===== src/common/sbbx_defines.vh =====
// constants for the shift/bit/branch execute block
// Function
// - The arithmetic right shift moves every bit one place down, keeps bit 7 and puts bit 0 into carry.
// - For shift and add-with-carry, destination bit 0 sends the result to W and 1 writes it back to the file register.
// - Add-with-carry sums W, the file register and carry, then updates carry, digit carry and zero from that sum.
// - Bit clear forces the selected bit (0 to 7) of the file register to zero and leaves the flags alone.
// - Bit set forces the selected bit (0 to 7) of the file register to one and leaves the flags alone.
// - Test-skip-if-zero lets the next instruction run when the bit is one, else discards it as a one-cycle nop.
// - The literal branch adds a sign-extended 9-bit offset to the incremented counter and takes two cycles.
// - The register branch adds unsigned W to the incremented counter, takes two cycles and changes no flags.
// - Any branch or true skip costs a second cycle that executes as a nop.
`ifndef SBBX_DEFINES_VH
`define SBBX_DEFINES_VH
`define SBBX_OP_SHR 3'h0
`define SBBX_OP_ADDC 3'h1
`define SBBX_OP_BCLR 3'h2
`define SBBX_OP_BSET 3'h3
`define SBBX_OP_TSKZ 3'h4
`define SBBX_OP_BRLIT 3'h5
`define SBBX_OP_BRREG 3'h6
`define SBBX_OP_NOP 3'h7
`define SBBX_DEST_W 1'b0
`define SBBX_DEST_F 1'b1
`define SBBX_PC_W 15
`define SBBX_FADDR_W 7
`define SBBX_OFS_W 9
`define SBBX_OFS_SIGN 8
`define SBBX_MSB 7
`define SBBX_NIB 4
`define SBBX_LSB 0
`define SBBX_CY 8
`define SBBX_W_RST 8'h00
`define SBBX_PC_RST 15'h0000
`endif


===== src/design/sbbx_core.v =====
// execute stage for shift, add-with-carry, bit and branch instructions
`timescale 1ns/10ps
`include "sbbx_defines.vh"
module sbbx_core #(
    parameter PCW = `SBBX_PC_W
) (
    input wire i_sys_clk,                     // clock, 25 MHz
    input wire i_rst_n,                       // synchronous reset, active low
    input wire i_valid,                       // instruction presented this cycle
    input wire [2:0] i_op,                    // operation select
    input wire [`SBBX_FADDR_W-1:0] i_faddr,   // file register address
    input wire i_dest,                        // 0 = W, 1 = file
    input wire [2:0] i_bit,                   // bit position
    input wire [`SBBX_OFS_W-1:0] i_ofs,       // signed branch literal
    output wire o_ready,                      // accepts an instruction
    output reg o_busy_nop,                    // second cycle running as nop
    output reg [PCW-1:0] o_pc,                // program counter
    output reg [7:0] o_w,                     // working register
    output reg o_carry,                       // carry flag
    output reg o_digit_carry_flag,            // digit carry flag
    output reg o_zero                         // zero flag
);
    localparam ST_IDLE = 3'b001;
    localparam ST_EXEC = 3'b010;
    localparam ST_FLUSH = 3'b100;

    reg [2:0] state;
    reg [2:0] op;
    reg [`SBBX_FADDR_W-1:0] faddr;
    reg dest;
    reg [2:0] bitpos;
    reg [`SBBX_OFS_W-1:0] ofs;
    wire [7:0] fdata;
    reg [7:0] next_res;
    reg next_we;
    reg [PCW-1:0] next_pc;
    reg next_flush;
    reg [8:0] sum;
    reg [4:0] nsum;

    // 9-bit signed literal stretched to counter width
    function [PCW-1:0] sext_ofs;
        input [`SBBX_OFS_W-1:0] k;
        begin
            sext_ofs = {{(PCW-`SBBX_OFS_W){k[`SBBX_OFS_SIGN]}}, k};
        end
    endfunction

    // one-hot mask for a bit position
    function [7:0] bit_mask;
        input [2:0] b;
        begin
            bit_mask = 8'h01 << b;
        end
    endfunction

    // one bank of 128 locations, addressed by 7 bits
    sbbx_file_ram #(
        .AW(`SBBX_FADDR_W),
        .DW(8)
    ) u_ram (
        .i_sys_clk(i_sys_clk),
        .i_raddr(i_faddr),
        .o_rdata(fdata),
        .i_we(next_we && state == ST_EXEC),
        .i_waddr(faddr),
        .i_wdata(next_res)
    );

    // the file read takes a cycle, so new work only enters from idle
    assign o_ready = (state == ST_IDLE);

    // compute result, write-back and counter change
    always @* begin
        next_res = fdata;
        next_we = 1'b0;
        next_pc = o_pc + {{(PCW-1){1'b0}}, 1'b1};
        next_flush = 1'b0;
        sum = {1'b0, o_w} + {1'b0, fdata} + {8'h00, o_carry};
        nsum = {1'b0, o_w[`SBBX_NIB-1:0]} + {1'b0, fdata[`SBBX_NIB-1:0]} + {4'h0, o_carry};
        case (op)
            `SBBX_OP_SHR: begin
                next_res = {fdata[`SBBX_MSB], fdata[`SBBX_MSB:1]};
                next_we = (dest == `SBBX_DEST_F);
            end
            `SBBX_OP_ADDC: begin
                next_res = sum[`SBBX_MSB:0];
                next_we = (dest == `SBBX_DEST_F);
            end
            `SBBX_OP_BCLR: begin
                next_res = fdata & ~bit_mask(bitpos);
                next_we = 1'b1;
            end
            `SBBX_OP_BSET: begin
                next_res = fdata | bit_mask(bitpos);
                next_we = 1'b1;
            end
            `SBBX_OP_TSKZ: begin
                next_flush = ~fdata[bitpos];
                next_pc = o_pc + (next_flush ? {{(PCW-2){1'b0}}, 2'b10}
                                             : {{(PCW-1){1'b0}}, 1'b1});
            end
            `SBBX_OP_BRLIT: begin
                next_pc = o_pc + {{(PCW-1){1'b0}}, 1'b1} + sext_ofs(ofs);
                next_flush = 1'b1;
            end
            `SBBX_OP_BRREG: begin
                next_pc = o_pc + {{(PCW-1){1'b0}}, 1'b1} + {{(PCW-8){1'b0}}, o_w};
                next_flush = 1'b1;
            end
            default: begin
                next_res = fdata;
            end
        endcase
    end

    // sequencer, working register and flags
    always @(posedge i_sys_clk) begin
        if (!i_rst_n) begin
            state <= ST_IDLE;
            op <= `SBBX_OP_NOP;
            faddr <= {`SBBX_FADDR_W{1'b0}};
            dest <= `SBBX_DEST_W;
            bitpos <= 3'h0;
            ofs <= {`SBBX_OFS_W{1'b0}};
            o_busy_nop <= 1'b0;
            o_pc <= `SBBX_PC_RST;
            o_w <= `SBBX_W_RST;
            o_carry <= 1'b0;
            o_digit_carry_flag <= 1'b0;
            o_zero <= 1'b0;
        end else begin
            o_busy_nop <= 1'b0;
            case (state)
                ST_IDLE: begin
                    if (i_valid) begin
                        op <= i_op;
                        faddr <= i_faddr;
                        dest <= i_dest;
                        bitpos <= i_bit;
                        ofs <= i_ofs;
                        state <= ST_EXEC;
                    end
                end
                ST_EXEC: begin
                    o_pc <= next_pc;
                    if ((op == `SBBX_OP_SHR || op == `SBBX_OP_ADDC) &&
                        dest == `SBBX_DEST_W) begin
                        o_w <= next_res;
                    end
                    if (op == `SBBX_OP_SHR) begin
                        o_carry <= fdata[`SBBX_LSB];
                        o_zero <= (next_res == 8'h00);
                    end
                    if (op == `SBBX_OP_ADDC) begin
                        o_carry <= sum[`SBBX_CY];
                        o_digit_carry_flag <= nsum[`SBBX_NIB];
                        o_zero <= (sum[`SBBX_MSB:0] == 8'h00);
                    end
                    if (next_flush) begin
                        o_busy_nop <= 1'b1;
                        state <= ST_FLUSH;
                    end else begin
                        state <= ST_IDLE;
                    end
                end
                ST_FLUSH: begin
                    state <= ST_IDLE;
                end
                default: begin
                    state <= ST_IDLE;
                end
            endcase
        end
    end
endmodule


===== src/design/sbbx_file_ram.v =====
// small data memory holding one bank of file registers
`timescale 1ns/10ps
module sbbx_file_ram #(
    parameter AW = 7,
    parameter DW = 8
) (
    input wire i_sys_clk,           // clock
    input wire [AW-1:0] i_raddr,    // read address
    output reg [DW-1:0] o_rdata,    // registered read data
    input wire i_we,                // write strobe
    input wire [AW-1:0] i_waddr,    // write address
    input wire [DW-1:0] i_wdata     // write data
);
    reg [DW-1:0] mem [0:(1<<AW)-1];

    // read data registered so the core sees it one cycle later
    always @(posedge i_sys_clk) begin
        if (i_we) begin
            mem[i_waddr] <= i_wdata;
        end
        o_rdata <= mem[i_raddr];
    end
endmodule


===== config.mk =====
export PLATFORM = sky130hd
export DESIGN_NAME = sbbx_core
export DESIGN_NICKNAME = d
export VERILOG_FILES = /design/src/design/sbbx_core.v /design/src/design/sbbx_file_ram.v
export VERILOG_INCLUDE_DIRS = /design/src /design/src/common
export SDC_FILE = /design/constraint.sdc
export NUM_CORES = 1
export LEC_CHECK = 0
export BUFFER_PORTS_ARGS = -buffer_cell sky130_fd_sc_hd__buf_4
export CAP_MARGIN = 25
export CORE_MARGIN = 4
export CORE_UTILIZATION = 55
export CTS_CLUSTER_DIAMETER = 150
export DETAILED_ROUTE_END_ITERATION = 6
export PLACE_DENSITY_LB_ADDON = 0.2
export REMOVE_ABC_BUFFERS = 1
export SLEW_MARGIN = 5
export SYNTH_ARGS = -nofsm -noshare
export SYNTH_HDL_FRONTEND = slang
export SYNTH_SLANG_ARGS = --single-unit

===== constraint.sdc =====
create_clock -name i_sys_clk -period 11.2 [get_ports i_sys_clk]
set_input_delay 1.12 -clock i_sys_clk [delete_from_list [all_inputs] [get_ports i_sys_clk]]
set_output_delay 1.12 -clock i_sys_clk [all_outputs]
set_load 0.01 [all_outputs]

==> flow_summary.yaml <==
timing:
  rsz0062_at_grt: "false"
  fmax_mhz: 218
  fin_crit_sh: 0.409
  setup_ws_ns: 6.62
  fin_tns_setup_ns: 0
  hold_viol_final: 0
  fin_hold_ws_ns: 0.457
  tightest_slew_ns: 1.02
  slew_violations: 0
  period_minus_slack_ns: 4.58
  final-setup-viol-count: 0
  skew_ns: 0.0259
  max_slew_margin: 0.317
layout:
  drive_above_1_share: 0.176
  utilization: 0.620
  num_antenna_cells: 0
  instances_no_fill: 3711
  nNetsFinal: 2622
  area_growth_pct: 11.4
power:
  internal-power_uw: 6830
  sw_frac_of_total: 0.228
  pwr-share-seq: 0.525
  p_comb_frac: 0.075
  ir_drop_mv: 0.125
  p_leak_uw: 0.0159
  power-per-cell-area_nw_per_um2: 180
  clkPwrFrac: 0.399
  p_switching_uw: 2020
setup_path:
  path_class: "in2reg"
  cp-end-kind: "flip-flop"
  worstPathArrival_ns: 5.12
  path_max_fanout: 75
  reg2reg_slack_ns: 7.17
  startpoint_type: "primary input"
  cp.required_ns: 11.74
synth:
  syn_inst: 2516
  async_flop_share: 0
  yosysSeqAreaShare: 0.726
  avgSynthCellArea_um2: 17.5
  ys_top_cells_by_area: "edfxtp_1 70%, mux4_2 9.9%, mux2i_1 3.0%, dfxtp_1 2.8%, a22oi_1 1.8%"
  yosysMostFrequentCell: "edfxtp_1"
  synth_common_cells: "1024 x edfxtp_1, 195 x nor2_1, 194 x mux4_2"
  synth_edf_count: 1024
  synth_top_area_frac: 0.699
  yosysUniqueCellTypes: 67
  synth_warnings: 0
  synth.ff_latch_count: 1085
  syn-cell-area_um2: 44000
  yosys.area.top_type: "edfxtp_1"
  synth_ff_type: "edfxtp_1"
grt:
  grt_max_degree: 111
  grt_pass1_vias: 24100
  grt.busiest_layer: "met2"
  antenna_found_initial: 1
  overflow: 0
  track_usage: 0.243
  met2_usage: 0.383
  gr-usage-met3: 0.0443
  use_met1: 0.359
  grt_pass1_wl_um: 157000
place:
  pre_cts_ws_ns: 5.79
  routabilityCongestion: 0.870
  port_buffers: 53
  dp_hpwl_um: 62700
  placedCellCount: 3502
drt:
  first_iter_violations: 2879
  drt-pass1-iter-count: 5
  drc: 0
  wl_um: 103000
  wl_per_cell_um: 27.9
  viasPerCell: 6.51
  ant_nets: 0
  vias: 24200
clocking:
  clock_path_buffers: 3
  cts_tree: "yes"
  clk_root_buffer_cell: "clkbuf_16"
  postCtsSetupRepairBufs: 0
  cts.clk_slew.worst_paths_ns: 0.06
  ctsResizeCount: 0
  cts.sinks: 1085
  numCtsBuffers: 106
  hold_buffers: 0
  clk_latency_ns: 0.68
  htreeDepth: 3
floorplanning:
  die_area_um2: 84600
  row_count: 103
  start_util: 0.556
  core_area_um2: 79100
  io_pins: 54
  die_w_um: 291
  die_h_um: 291
run_status:
  status: "finished clean"
hold_path:
  hold_class: "reg2reg"
job:
  maxCapViolCount: 0
[path summary, 6_finish.rpt]
kind	startpoint	to	cells after the start
worst max-delay path	i_faddr[0]	u_ram.o_rdata[5]	8
worst min-delay path	ofs[8]	ofs[8]	2
worst max register to register	state[2]	u_ram.mem[125][2]	6
worst min register to register	ofs[8]	ofs[8]	2
[routing by layer]
metal,wire length (µm),vias up,part of all wire
met5,7,-,0.000068
met4,2190,2,0.021
met3,8880,158,0.086
met2,49600,1217,0.48
met1,42800,12500,0.41
li1,-,10300,-
[power groups by stage]
| stage | Clock (µW) | Combinational [µW] | Sequential, µW |
|---|---|---|---|
| floorplan | 0 | 330 | 4760 |
| global placement | 0 | 620 | 4730 |
| detailed placement | 0 | 649 | 4740 |
| CTS | 3580 | 651 | 4650 |
| global route | 3760 | 716 | 4650 |
| finish | 3530 | 667 | 4650 |
[layout make-up]
cell class / instances / area, µm²
clock buffers: 130 / 2770
flip-flops and latches: 1085 / 32000
well taps: 1050 / 1310
multi-input cells: 1265 / 11400
repair buffers: 92 / 842
fillers: 5584 / 30100
inverters: 18 / 75.1
clock inverters: 71 / 684
[cell usage in the layout, fill, tap and decap left out, types with 30 or more instances in the layout]
master	count
mux2i_1	134
a22oi_1	103
mux4_2	194
clkinv_1	34
nand3_1	58
dfxtp_1	61
edfxtp_1	1024
nor2_1	192
buf_4	80
nand2_1	104
a21oi_1	90
clkbuf_16	107
o21ai_0	30
nor2b_1	30
[through the flow]
step | power (µW) | area, µm²
CTS | 8880 | 48900
detailed placement | 5380 | 45400
global route | 9120 | 49000
finish | 8850 | 49000
floorplan | 5090 | 43300
global placement | 5350 | 45300
[cells by family after synthesis]
group / count (synthesis) / share of synthesized area
flip-flops: 1085 / 0.726
AND/OR/NAND/NOR: 504 / 0.0531
AO/OA/AOI/OAI: 366 / 0.0566
multiplexers: 337 / 0.132
buffers and inverters: 166 / 0.0173
XOR/XNOR: 30 / 0.00597
adder cells (fa/ha/maj): 28 / 0.00864
[critical path, cell delays in order]
cell	delay [ns]
buf_8	0.60
buf_4	0.82
buf_4	0.75
mux4_2	0.59
a221oi_1	0.31
o22ai_1	0.18
a221oi_1	0.50
nand2_1	0.09
[sequential cells by signal (all words and copies together), names as in the netlist]
signal / cells
u_ram.mem: 1024
o_pc: 15
ofs: 9
o_w: 8
u_ram.o_rdata: 8
faddr: 7
bitpos: 3
op: 3
state: 3
dest: 1
o_busy_nop: 1
o_carry: 1
o_digit_carry_flag: 1
o_zero: 1
(Power assumes the default switching activity.)
